===== config.mk =====
export PLATFORM = sky130hd
export DESIGN_NAME = codec_channel_control_regs
export DESIGN_NICKNAME = d
export VERILOG_FILES = /design/src/include/codec_ctrl_pkg.sv /design/src/design/codec_channel_control_regs.sv
export VERILOG_INCLUDE_DIRS = /design/src /design/src/include
export SDC_FILE = /design/constraint.sdc
export NUM_CORES = 1
export LEC_CHECK = 0
export ABC_AREA = 1
export ABC_CLOCK_PERIOD_IN_PS = 1750
export BUFFER_PORTS_ARGS = -buffer_cell sky130_fd_sc_hd__clkbuf_2
export CORE_ASPECT_RATIO = 1.4
export CORE_MARGIN = 4
export CORE_UTILIZATION = 51
export DETAILED_ROUTE_END_ITERATION = 8
export PLACE_DENSITY_LB_ADDON = 0.05
export SLEW_MARGIN = 20
export SYNTH_ARGS = -nofsm -noshare
export SYNTH_HDL_FRONTEND = slang
export SYNTH_SLANG_ARGS = --single-unit

===== constraint.sdc =====
create_clock -name core_clk -period 1.75 [get_ports core_clk]
set_input_delay 0.35 -clock core_clk [delete_from_list [all_inputs] [get_ports core_clk]]
set_output_delay 0.35 -clock core_clk [all_outputs]
set_load 0.005 [all_outputs]

===== src/include/codec_ctrl_cfg.svh =====
// register indices, field positions and reset values of the codec
// control bank; definitions only, included by the design file
`ifndef CODEC_CTRL_CFG_SVH
`define CODEC_CTRL_CFG_SVH

// bus address: word index sits above the byte lanes
`define ADR_RANGE 9:0
`define IDX_RANGE 9:2
`define LOW_BYTE 7:0
`define HIGH_BYTE 15:8
`define COEF_RANGE 15:0
`define CHAN_FIELD 3:0
`define LANE_LO 0
`define LANE_HI 1

// register indices; byte address is four times the index
`define IDX_CHAN_EN 8'h4A
`define IDX_RT_PEEK 8'h4D
`define IDX_RT_CLEAR 8'h4F
`define IDX_PIN_DATA 8'h52
`define IDX_PIN_DIR 8'h54
`define IDX_OP_FUNC 8'h60
`define IDX_IRQ_MASK 8'h6C
`define IDX_OP_COND 8'h70
`define IDX_REVISION 8'h73
`define IDX_TX_GAIN 8'h80
`define IDX_RX_GAIN 8'h82

// pin direction / status fields
`define PIN_FIELD 4:0
`define DIR_FSL_BIT 5
`define DIR_ACT_BIT 6

// coding and filter source fields
`define OF_LINEAR 7
`define OF_MULAW 6
`define OF_RXG 5
`define OF_TXG 4
`define OF_XEQ 3
`define OF_REQ 2
`define OF_IMP 1
`define OF_BAL 0

// operating condition fields
`define OC_TX_CUT 7
`define OC_RX_CUT 6
`define OC_HPF_BYP 5
`define OC_RX_LOSS 4
`define OC_TX_ARM 3
`define OC_SLOT_LB 2
`define OC_DIG_LB 1
`define OC_TONE 0

// sign bit of each sign/exponent pair, highest pair first
`define SIGN_P4 15
`define SIGN_P3 11
`define SIGN_P2 7
`define SIGN_P1 3

// reset values and built-in default coefficients
`define RST_CHAN_EN 4'hF
`define RST_BYTE 8'h00
`define RST_PINS 5'h00
`define RST_IRQ_MASK 8'hFF
`define TX_GAIN_ROM 16'hA9F0
`define RX_GAIN_ROM 16'h23A1
`define RST_WORD 32'h0000_0000

`endif


===== src/include/codec_ctrl_pkg.sv =====
// types shared by the codec control bank
// no dependencies
package codec_ctrl_pkg;

  typedef enum logic {BUS_IDLE, BUS_ACK} bus_state_e;

endpackage : codec_ctrl_pkg


===== src/design/codec_channel_control_regs.sv =====
// per-channel control and status registers of a four-channel codec
// assumes a classic Wishbone master on core_clk, inputs synchronous
//
// The Wishbone slave port was chosen for this implementation.
`timescale 1ns/1ps
`include "codec_ctrl_cfg.svh"

module codec_channel_control_regs
#(
  parameter int PINS_AVAIL = 5,
  // value is arbitrary
  parameter logic [7:0] REVISION_CODE = 8'h3C
)
(
  input logic core_clk,
  input logic nrst,
  input logic ce,
  input logic wb_cyc_i,
  input logic wb_stb_i,
  input logic wb_we_i,
  input logic [`ADR_RANGE] wb_adr_i,
  input logic [3:0] wb_sel_i,
  input logic [31:0] wb_dat_i,
  output logic [31:0] wb_dat_o,
  output logic wb_ack_o,
  input logic [3:0] channelActive,
  input logic frameSyncLost,
  input logic [7:0] realTimeIn,
  input logic [19:0] lineIoIn,
  output logic [19:0] lineIoOut,
  output logic [19:0] lineIoOeN,
  output logic inputChangeIrqN,
  output logic [3:0] linearCoding,
  output logic [3:0] muLawCoding,
  output logic [3:0] rxGainSrc,
  output logic [3:0] txGainSrc,
  output logic [3:0] transmitEqSrc,
  output logic [3:0] receiveEqSrc,
  output logic [3:0] impedanceSrc,
  output logic [3:0] balanceSrc,
  output logic [3:0] balanceFilterEn,
  output logic [3:0] txPathCutoff,
  output logic [3:0] rxPathCutoff,
  output logic [3:0] txHighpassBypass,
  output logic [3:0] rxExtraLoss,
  output logic [3:0] txIrqArm,
  output logic [3:0] slotLoopback,
  output logic [3:0] digitalLoopback,
  output logic [3:0] rxTestTone,
  output logic [63:0] txGainCoef,
  output logic [63:0] rxGainCoef,
  output logic [15:0] txGainSignNeg,
  output logic [15:0] rxGainSignNeg
);

  localparam int CHANS = 4;
  localparam int LINE_PINS = 5;
  localparam int COEF_W = 16;
  localparam int SIGNS = 4;

  ////////////////////////////////////////////////////////////////////
  // decoding helpers

  // lowest enabled channel answers reads
  function automatic logic [1:0] firstEnabled(input logic [3:0] en);
    logic [1:0] pick;
    pick = 2'h3;
    for (int i = CHANS - 1; i >= 0; i--)
    begin
      if (en[i])
        pick = 2'(i);
    end
    return pick;
  endfunction : firstEnabled

  // sign bits of the four pairs: 1 means a -1 multiplier
  function automatic logic [3:0] signsOf(input logic [15:0] coef);
    return {coef[`SIGN_P4], coef[`SIGN_P3],
            coef[`SIGN_P2], coef[`SIGN_P1]};
  endfunction : signsOf

  ////////////////////////////////////////////////////////////////////
  // state

  codec_ctrl_pkg::bus_state_e busState_reg;
  codec_ctrl_pkg::bus_state_e busState_next;
  logic ack_reg;
  logic [31:0] rdData_reg;
  logic [31:0] rdData_next;
  logic [3:0] chanEnable_reg;
  logic [CHANS-1:0][LINE_PINS-1:0] pinDir_reg;
  logic [CHANS-1:0][LINE_PINS-1:0] pinData_reg;
  logic [CHANS-1:0][7:0] opFunc_reg;
  logic [CHANS-1:0][7:0] opCond_reg;
  logic [CHANS-1:0][COEF_W-1:0] txCoef_reg;
  logic [CHANS-1:0][COEF_W-1:0] rxCoef_reg;
  logic [7:0] irqMask_reg;
  logic [7:0] pending_reg;
  logic [7:0] pending_next;
  logic [7:0] rtPrev_reg;

  ////////////////////////////////////////////////////////////////////
  // bus decode

  wire [7:0] wbIdx = wb_adr_i[`IDX_RANGE];
  wire [7:0] wbLo = wb_dat_i[`LOW_BYTE];
  wire [7:0] wbHi = wb_dat_i[`HIGH_BYTE];
  wire laneLo = wb_sel_i[`LANE_LO];
  wire laneHi = wb_sel_i[`LANE_HI];
  wire idle = busState_reg == codec_ctrl_pkg::BUS_IDLE;
  wire req = ce && wb_cyc_i && wb_stb_i && idle;
  wire wrStrobe = req && wb_we_i;
  wire rdStrobe = req && !wb_we_i;
  wire anyEn = |chanEnable_reg;
  wire [1:0] rdCh = firstEnabled(chanEnable_reg);
  wire wrDir = wrStrobe && wbIdx == `IDX_PIN_DIR;
  wire wrData = wrStrobe && wbIdx == `IDX_PIN_DATA;
  wire wrFunc = wrStrobe && wbIdx == `IDX_OP_FUNC;
  wire wrCond = wrStrobe && wbIdx == `IDX_OP_COND;
  wire wrTx = wrStrobe && wbIdx == `IDX_TX_GAIN;
  wire wrRx = wrStrobe && wbIdx == `IDX_RX_GAIN;
  wire wrMask = wrStrobe && wbIdx == `IDX_IRQ_MASK && laneLo;
  wire wrEnable = wrStrobe && wbIdx == `IDX_CHAN_EN && laneLo;
  wire clrPend = rdStrobe && wbIdx == `IDX_RT_CLEAR;

  // pin levels for reads: driven data on outputs, pad on inputs
  wire [LINE_PINS-1:0] selDir = pinDir_reg[rdCh];
  wire [LINE_PINS-1:0] selPad = lineIoIn[rdCh*LINE_PINS +: LINE_PINS];
  wire [LINE_PINS-1:0] pinLevel =
    (selDir & pinData_reg[rdCh]) | (~selDir & selPad);

  // masked inputs never raise an event; a set beats a clear
  wire [7:0] change = (realTimeIn ^ rtPrev_reg) & ~irqMask_reg;
  assign pending_next = (pending_reg & ~{8{clrPend}}) | change;

  ////////////////////////////////////////////////////////////////////
  // bus handshake

  always_comb
  begin
    case (busState_reg)
      codec_ctrl_pkg::BUS_IDLE:
        busState_next = req ? codec_ctrl_pkg::BUS_ACK
                            : codec_ctrl_pkg::BUS_IDLE;
      codec_ctrl_pkg::BUS_ACK:
        busState_next = codec_ctrl_pkg::BUS_IDLE;
      default:
        busState_next = codec_ctrl_pkg::BUS_IDLE;
    endcase
  end

  always_ff @(posedge core_clk or negedge nrst)
  begin
    if (!nrst)
    begin
      busState_reg <= codec_ctrl_pkg::BUS_IDLE;
      ack_reg <= 1'b0;
      rdData_reg <= `RST_WORD;
    end
    else if (ce)
    begin
      busState_reg <= busState_next;
      ack_reg <= req;
      rdData_reg <= rdStrobe ? rdData_next : `RST_WORD;
    end
  end

  assign wb_ack_o = ack_reg;
  assign wb_dat_o = rdData_reg;

  ////////////////////////////////////////////////////////////////////
  // read mux

  always_comb
  begin
    rdData_next = `RST_WORD;
    case (wbIdx)
      `IDX_CHAN_EN:
        rdData_next[`CHAN_FIELD] = chanEnable_reg;
      `IDX_RT_PEEK, `IDX_RT_CLEAR:
        rdData_next[`LOW_BYTE] = realTimeIn;
      `IDX_IRQ_MASK:
        rdData_next[`LOW_BYTE] = irqMask_reg;
      `IDX_REVISION:
        rdData_next[`LOW_BYTE] = REVISION_CODE;
      `IDX_PIN_DIR:
      begin
        rdData_next[`DIR_FSL_BIT] = frameSyncLost;
        if (anyEn)
        begin
          rdData_next[`PIN_FIELD] = selDir;
          rdData_next[`DIR_ACT_BIT] = channelActive[rdCh];
        end
      end
      `IDX_PIN_DATA:
        if (anyEn)
          rdData_next[`PIN_FIELD] = pinLevel;
      `IDX_OP_FUNC:
        if (anyEn)
          rdData_next[`LOW_BYTE] = opFunc_reg[rdCh];
      `IDX_OP_COND:
        if (anyEn)
          rdData_next[`LOW_BYTE] = opCond_reg[rdCh];
      `IDX_TX_GAIN:
        if (anyEn)
          rdData_next[`COEF_RANGE] = txCoef_reg[rdCh];
      `IDX_RX_GAIN:
        if (anyEn)
          rdData_next[`COEF_RANGE] = rxCoef_reg[rdCh];
      default:
        rdData_next = `RST_WORD;
    endcase
  end

  ////////////////////////////////////////////////////////////////////
  // global registers

  always_ff @(posedge core_clk or negedge nrst)
  begin
    if (!nrst)
    begin
      chanEnable_reg <= `RST_CHAN_EN;
      irqMask_reg <= `RST_IRQ_MASK;
      pending_reg <= `RST_BYTE;
      rtPrev_reg <= `RST_BYTE;
    end
    else if (ce)
    begin
      if (wrEnable)
        chanEnable_reg <= wb_dat_i[`CHAN_FIELD];
      if (wrMask)
        irqMask_reg <= wbLo;
      pending_reg <= pending_next;
      rtPrev_reg <= realTimeIn;
    end
  end

  ////////////////////////////////////////////////////////////////////
  // per-channel registers, written only where enabled

  always_ff @(posedge core_clk or negedge nrst)
  begin
    if (!nrst)
    begin
      for (int c = 0; c < CHANS; c++)
      begin
        pinDir_reg[c] <= `RST_PINS;
        pinData_reg[c] <= `RST_PINS;
        opFunc_reg[c] <= `RST_BYTE;
        opCond_reg[c] <= `RST_BYTE;
        txCoef_reg[c] <= `TX_GAIN_ROM;
        rxCoef_reg[c] <= `RX_GAIN_ROM;
      end
    end
    else if (ce)
    begin
      for (int c = 0; c < CHANS; c++)
      begin
        if (chanEnable_reg[c])
        begin
          // status and reserved bits are dropped on write
          if (wrDir && laneLo)
            pinDir_reg[c] <= wbLo[`PIN_FIELD];
          if (wrData && laneLo)
            pinData_reg[c] <= wbLo[`PIN_FIELD];
          if (wrFunc && laneLo)
            opFunc_reg[c] <= wbLo;
          if (wrCond && laneLo)
            opCond_reg[c] <= wbLo;
          if (wrTx && laneLo)
            txCoef_reg[c][`LOW_BYTE] <= wbLo;
          if (wrTx && laneHi)
            txCoef_reg[c][`HIGH_BYTE] <= wbHi;
          if (wrRx && laneLo)
            rxCoef_reg[c][`LOW_BYTE] <= wbLo;
          if (wrRx && laneHi)
            rxCoef_reg[c][`HIGH_BYTE] <= wbHi;
        end
      end
    end
  end

  ////////////////////////////////////////////////////////////////////
  // per-channel decoded outputs

  logic [19:0] pinOut_next;
  logic [19:0] pinOeN_next;
  logic [63:0] txCoef_next;
  logic [63:0] rxCoef_next;
  logic [15:0] txSign_next;
  logic [15:0] rxSign_next;

  genvar g, p;
  generate
    for (g = 0; g < CHANS; g++)
    begin : g_chan
      // built-in defaults stay fixed; programmed words untouched
      assign txCoef_next[g*COEF_W +: COEF_W] =
        opFunc_reg[g][`OF_TXG] ? txCoef_reg[g] : `TX_GAIN_ROM;
      assign rxCoef_next[g*COEF_W +: COEF_W] =
        opFunc_reg[g][`OF_RXG] ? rxCoef_reg[g] : `RX_GAIN_ROM;
      assign txSign_next[g*SIGNS +: SIGNS] =
        signsOf(txCoef_next[g*COEF_W +: COEF_W]);
      assign rxSign_next[g*SIGNS +: SIGNS] =
        signsOf(rxCoef_next[g*COEF_W +: COEF_W]);
      for (p = 0; p < LINE_PINS; p++)
      begin : g_pin
        // pins missing on this variant stay released
        if (p < PINS_AVAIL)
        begin : g_fit
          assign pinOeN_next[g*LINE_PINS+p] = !pinDir_reg[g][p];
          assign pinOut_next[g*LINE_PINS+p] = pinData_reg[g][p];
        end
        else
        begin : g_absent
          assign pinOeN_next[g*LINE_PINS+p] = 1'b1;
          assign pinOut_next[g*LINE_PINS+p] = 1'b0;
        end
      end
    end
  endgenerate

  always_ff @(posedge core_clk or negedge nrst)
  begin
    if (!nrst)
    begin
      lineIoOut <= '0;
      lineIoOeN <= '1;
      inputChangeIrqN <= 1'b1;
      txGainCoef <= {CHANS{`TX_GAIN_ROM}};
      rxGainCoef <= {CHANS{`RX_GAIN_ROM}};
      txGainSignNeg <= {CHANS{signsOf(`TX_GAIN_ROM)}};
      rxGainSignNeg <= {CHANS{signsOf(`RX_GAIN_ROM)}};
    end
    else if (ce)
    begin
      lineIoOut <= pinOut_next;
      lineIoOeN <= pinOeN_next;
      inputChangeIrqN <= ~|pending_next;
      txGainCoef <= txCoef_next;
      rxGainCoef <= rxCoef_next;
      txGainSignNeg <= txSign_next;
      rxGainSignNeg <= rxSign_next;
    end
  end

  always_ff @(posedge core_clk or negedge nrst)
  begin
    if (!nrst)
    begin
      linearCoding <= '0;
      muLawCoding <= '0;
      rxGainSrc <= '0;
      txGainSrc <= '0;
      transmitEqSrc <= '0;
      receiveEqSrc <= '0;
      impedanceSrc <= '0;
      balanceSrc <= '0;
      balanceFilterEn <= '1;
      txPathCutoff <= '0;
      rxPathCutoff <= '0;
      txHighpassBypass <= '0;
      rxExtraLoss <= '0;
      txIrqArm <= '0;
      slotLoopback <= '0;
      digitalLoopback <= '0;
      rxTestTone <= '0;
    end
    else if (ce)
    begin
      for (int c = 0; c < CHANS; c++)
      begin
        linearCoding[c] <= opFunc_reg[c][`OF_LINEAR];
        muLawCoding[c] <= opFunc_reg[c][`OF_MULAW];
        rxGainSrc[c] <= opFunc_reg[c][`OF_RXG];
        txGainSrc[c] <= opFunc_reg[c][`OF_TXG];
        transmitEqSrc[c] <= opFunc_reg[c][`OF_XEQ];
        receiveEqSrc[c] <= opFunc_reg[c][`OF_REQ];
        impedanceSrc[c] <= opFunc_reg[c][`OF_IMP];
        balanceSrc[c] <= opFunc_reg[c][`OF_BAL];
        balanceFilterEn[c] <= !opCond_reg[c][`OC_RX_CUT];
        txPathCutoff[c] <= opCond_reg[c][`OC_TX_CUT];
        rxPathCutoff[c] <= opCond_reg[c][`OC_RX_CUT];
        txHighpassBypass[c] <= opCond_reg[c][`OC_HPF_BYP];
        rxExtraLoss[c] <= opCond_reg[c][`OC_RX_LOSS];
        txIrqArm[c] <= opCond_reg[c][`OC_TX_ARM];
        slotLoopback[c] <= opCond_reg[c][`OC_SLOT_LB];
        digitalLoopback[c] <= opCond_reg[c][`OC_DIG_LB];
        rxTestTone[c] <= opCond_reg[c][`OC_TONE];
      end
    end
  end
endmodule : codec_channel_control_regs


[Word-level counts from Yosys, hierarchy flattened]
Index checks and enable logic that the tools add are counted.
Storage, ports and cells
  register bits after elaboration: 563
  input bits: 85
  output and inout bits: 302
  word-level logic and storage cells: 215
Cells by class
  multipliers: 1
  $lt $le $gt $ge: 1
  eq/ne operators: 11
  shift-type cells: 1
  mux-type cells: 40
  bitwise gates (word level): 11
  reduce and logical (&&, ||, !) cells: 87
Operators by type and width (number)
  $mux 16: 13
  $reduce_and 3->1: 32
  $eq 8x7->1 const B: 9
  $bmux 16 s2: 2
  $pmux 4 s10: 1
  $bmux 8 s2: 2
  $mux 8: 4
  $logic_not 1->1: 26
  $logic_and 1x1->1: 24
  $bmux 5 s2: 2
  $mux 5: 4
  $shiftx 20x6->5: 1
  $and 8x8->8: 2
  $eq 8x8->1 const B: 2
  $not 8->8: 2
  $pmux 2 s8: 1
  $pmux 8 s2: 1
  $and 5x5->5: 2
  $pmux 1 s9: 1
  $or 8x8->8: 1
  $reduce_or 8->1: 1
  $xor 8x8->8: 1
  $pmux 1 s6: 1
  $mul 2x3->5 const B: 1
  11 further kinds: 16

[Longest topological paths before layout]
  depth in word-level cells: 11
  mapped depth: 16
  depth with buffers taken out: 14

[Worst setup path after synthesis]
No wires, ideal clock.
  path type: reg-to-reg
  from: register chanEnable_reg[1]
  to: register rdData_reg[7] (netlist: wb_dat_o[7])
  setup time: 117 ps
  arrival time: 1615 ps
  data required time: 1633 ps
  slack: 18 ps
  cell stages (with the launch flop): 13
  buffers on the path: 3
  period minus slack after synthesis: 1732 ps
  cells stage by stage: dfstp_2 -> inv_2 -> buf_4 -> nand2_4 -> nand2_4 -> buf_6 -> buf_2 -> o21ai_1 -> o21ai_0 -> nand3_1 -> nand4_1 -> nand2_1 -> nand2_1
Between the ends
  longest elaborated chain between the ends: 7
  elaborated cells between the ends (all ways): 17
  those cells by class: mux: 16; reduce/logical: 1
RTL lines
  start, declared: RTL line codec_channel_control_regs.sv:90  | logic [3:0] chanEnable_reg;
  start signal, assigned: RTL line codec_channel_control_regs.sv:222  | chanEnable_reg <= `RST_CHAN_EN;
  start signal, assigned: RTL line codec_channel_control_regs.sv:230  | chanEnable_reg <= wb_dat_i[`CHAN_FIELD];
  $mux 2 (2 in series): RTL line codec_channel_control_regs.sv:70  | if (en[i])
  $bmux 16 s2, or another cell as far along: RTL line codec_channel_control_regs.sv:209  | rdData_next[`COEF_RANGE] = rxCoef_reg[rdCh];
  $mux 16 (implied by the code), or another cell as far along: RTL line codec_channel_control_regs.sv:209
  $mux 16, or another cell as far along: RTL line codec_channel_control_regs.sv:208  | if (anyEn)
  $pmux 1 s6 (*): RTL line codec_channel_control_regs.sv:177  | case (wbIdx)
  $mux 16 (no line) (*)
  end signal, assigned: RTL line codec_channel_control_regs.sv:158  | rdData_reg <= `RST_WORD;
  end signal, assigned: RTL line codec_channel_control_regs.sv:164  | rdData_reg <= rdStrobe ? rdData_next : `RST_WORD;
  end, declared: RTL line codec_channel_control_regs.sv:88  | logic [31:0] rdData_reg;
Every way passes the cells marked *; elsewhere a longest branch is shown, timed or not. The select of a mux whose other input is x is not followed.
A chain may end at the register's enable or synchronous reset.

[Worst setup path in the final report]
  from: register chanEnable_reg[1]
  to: register rdData_reg[2] (netlist: wb_dat_o[2])
Between the ends
  longest elaborated chain between the ends: 10
  elaborated cells between the ends (all ways): 29
  those cells by class: mul: 1; shift: 1; mux: 22; bitwise: 4; reduce/logical: 1
RTL lines (RTL line)
  branches (longest 8 deep; another with $mul 2x3->5)
  $pmux 4 s10 (*): codec_channel_control_regs.sv:177
  $mux 16 (no line) (*)
Every way passes the cells marked *. The select of a mux whose other input is x is not followed.

==> results_dict.tcl <==
set metrics [dict create \
    grt_use_total 0.312 \
    num-nets-final 3131 \
    crit_family "simple AND/OR/NAND/NOR gates" \
    drt_pass1_iterations 6 \
    grt_pass1_wl_um 115000 \
    finalMaxSlewViolations 0 \
    ys_ff_latch 515 \
    finalPower_w 0.0243 \
    final_common_cell "nand2_1" \
    syn-cell-area_um2 22600 \
    core_area_um2 43900 \
    outcome "finished with violations" \
    num_rows 91 \
    numPortBuffers 350 \
    pin_count 387 \
    drc 0 \
    initial_core_util 0.515 \
    cts_tree "yes" \
    die_area_um2 47900 \
    htree_levels 2 \
    die_x_um 186 \
    area_delta_synth_final_pct 31.1 \
    power_density_nw_per_um2 820 \
    synthFlopType "dfrtp_1" \
    cp-end-kind "register" \
    r2r_start "chanEnable_reg[1]" \
    place_area_um2 26000 \
    hold_viol 0 \
    synthCells 2566 \
    cts_buffer_depth 3 \
    synth_edf_count 0 \
    dp_hpwl_um 54600 \
    worstHoldStart "realTimeIn[1]" \
    critPathRequiredTime_ns 2.22 \
    arrival_ns 2.46 \
    period_needed_ns 2.00 \
    slew_headroom 0.619 \
    cts_root_buf "clkbuf_16" \
    die_h_um 257 \
    peakVddDrop_uv 802 \
    synth_compound_area_frac 0.148 \
    multi_input_area_um2 9250 \
    timing.fmax_mhz 501 \
    muxShareOfSynthArea 0 \
    grt.busiest_layer "met2" \
    synth_top_family_by_area "simple AND/OR/NAND/NOR gates" \
    cp_cell_sequence "inv_4, a21oi_4, buf_6, nand2_1, nand2_1, nand2_1, nand2_1, nand2_2, nor2_1, nand2_1, nand2_2, nand2_1, nand2_1, nand2_1" \
    antenna_found_initial 0 \
    wirelength_um 79300 \
    r2r_end "wb_dat_o[2]" \
    grt_max_degree 82 \
    clk_latency_ns 0.58 \
    routabilityCongestion 0.957 \
    maxCapViolCount 0 \
    synthAdderAreaFrac 0 \
    clock-sinks 515 \
    num-fill-cells 3610 \
    worst_slew_pin_slew_ns 0.571 \
    seq_area_frac_synth 0.577 \
    path_clk_slew_ns 0.06 \
    dp_slack_ns -0.320 \
    use_met2 0.546 \
    hold_path.class "in -> reg" \
    met3_usage 0.0445 \
    yosysUniqueCellTypes 36 \
    grt_pass1_vias 19716 \
    rr_worst_depth 14 \
    synth_top_area_frac 0.404 \
    p_leak_nw 14.4 \
    drtIter0Drc 1700 \
    synthArstFlopShare 1.00 \
    synth_top_cell_by_area "dfrtp_1" \
    yosys.area_share.xor_xnor 0 \
    drive_gt1_frac 0.352 \
    min_to "rtPrev_reg[1]" \
    layout_common_cells "nand2_1, dfrtp_1, clkbuf_2" \
    fin_worst_skew_ns 0.0180 \
    cp-start-kind "register" \
    avgRoutedWirePerCell_um 21.8 \
    setup_ws_ns -0.245 \
    cp_slowest_stage_delay_ns 0.56 \
    setup_viol 46 \
    cp_max_fo 5 \
    cpMostUsedCell "nand2_1" \
    num_vias 20374 \
    avgSynthCellArea_um2 8.83 \
    ant_nets 0 \
    reg2reg_setup_slack_ns -0.25 \
    timing.critical_path.buf_inv 2 \
    grt_overflow 0 \
    numCtsBuffers 50 \
    crit_type "reg -> reg" \
    antenna_cells 0 \
    violations "setup timing" \
    finalCritPeriodShare 1.14 \
    whs_path_depth 3 \
    route.detailed.vias_per_inst 5.59 \
    ys_warn_count 0 \
    crit_path_top_delay_cell "dfstp_2" \
    rsz0062_at_grt "yes" \
    use_met1 0.376 \
    synth.area.top_cells "dfrtp_1, dfstp_2, nand2_1" \
    synthSimpleGateAreaFrac 0.201 \
    holdWs_ns 0.0179 \
    fin_util 0.675 \
    register_area_um2 13100 \
    fin_area_um2 29700 \
]
==> repair_timing <==
item	in CTS	in global routing
hold buffers	2	0
resized for setup	212	336
hold endpoints to repair	78	0
setup buffers	10	19
gates cloned	9	21
pin swaps	34	63
endpoints found under the setup margin	62	253
==> worst max path at each step <==
stage | slack (ns) | to | depth (start not counted) | from
final | -0.25 | wb_dat_o[2] | 14 | chanEnable_reg[1]
after global routing | -0.29 | wb_dat_o[1] | 15 | chanEnable_reg[1]
after CTS | -0.20 | wb_dat_o[3] | 12 | chanEnable_reg[1]
after detailed placement | -0.32 | wb_dat_o[2] | 14 | chanEnable_reg[1]
after global placement | -0.33 | rxCoef_reg[58] | 9 | wb_adr_i[4]
after floorplan | 0.02 | wb_dat_o[7] | 12 | chanEnable_reg[1]
==> worst register-to-register path, delay by kind of cell, from the launching register on <==
family,cells,cell delay [ns]
DFF,1,0.56
and+or+nand+nor,11,0.83
buffers and inverters,2,0.25
AOI/OAI and AO/OA,1,0.26
==> report_power, final <==
group / internal (W) / leakage [nW] / switching [W]
logic: 0.000360 / 6.92 / 0.000839
clock network: 0.00643 / 0.817 / 0.00463
registers: 0.0120 / 6.63 / 0.0000468
total: 0.0188 / 14.4 / 0.00552
==> final cells by class <==
type | count | share of cell area
Clock inverter | 12 | 0.00552
Clock buffer | 80 | 0.0504
Sequential cell | 515 | 0.440
Tap cell | 558 | 0.0235
Multi-Input combinational cell | 1740 | 0.312
Inverter | 157 | 0.0207
Timing Repair Buffer | 582 | 0.148
==> metal layers <==
metal / routed length [µm] / vias up / part of all wire
li1: - / 9297 / -
met4: 4670 / 0 / 0.059
met3: 4900 / 220 / 0.062
met5: 0 / - / 0
met2: 40500 / 903 / 0.51
met1: 29200 / 9954 / 0.37
==> metrics by stage <==
step                TNS, ns  std cells
floorplan                 0       2581
CTS                   -3.23       3606
finish                -3.20       3644
detailed placement   -31.97       3496
global placement     -31.40       3496
global route         -10.88       3644
==> cell families (layout without fill, tap and decap cells) <==
kind of cell    count (synthesis)  count (layout)
flops                         515             515
simple gates                 1098            1114
compound gates                610             610
other cells                     1              16
buf+inv                       342             831
==> Yosys cell counts (16+ instances only) <==
cell type and number:
buf_6 16, nor2_1 173, buf_4 56, o22ai_1 23, clkbuf_1 70, dfstp_2 149, a22o_1 40, o21ai_1 30
o21ai_0 406, dfrtp_1 366, o22a_1 26, nand3_1 72, a21oi_1 76, inv_1 146, buf_2 33, nand2_1 803
(Power assumes the default switching activity.)
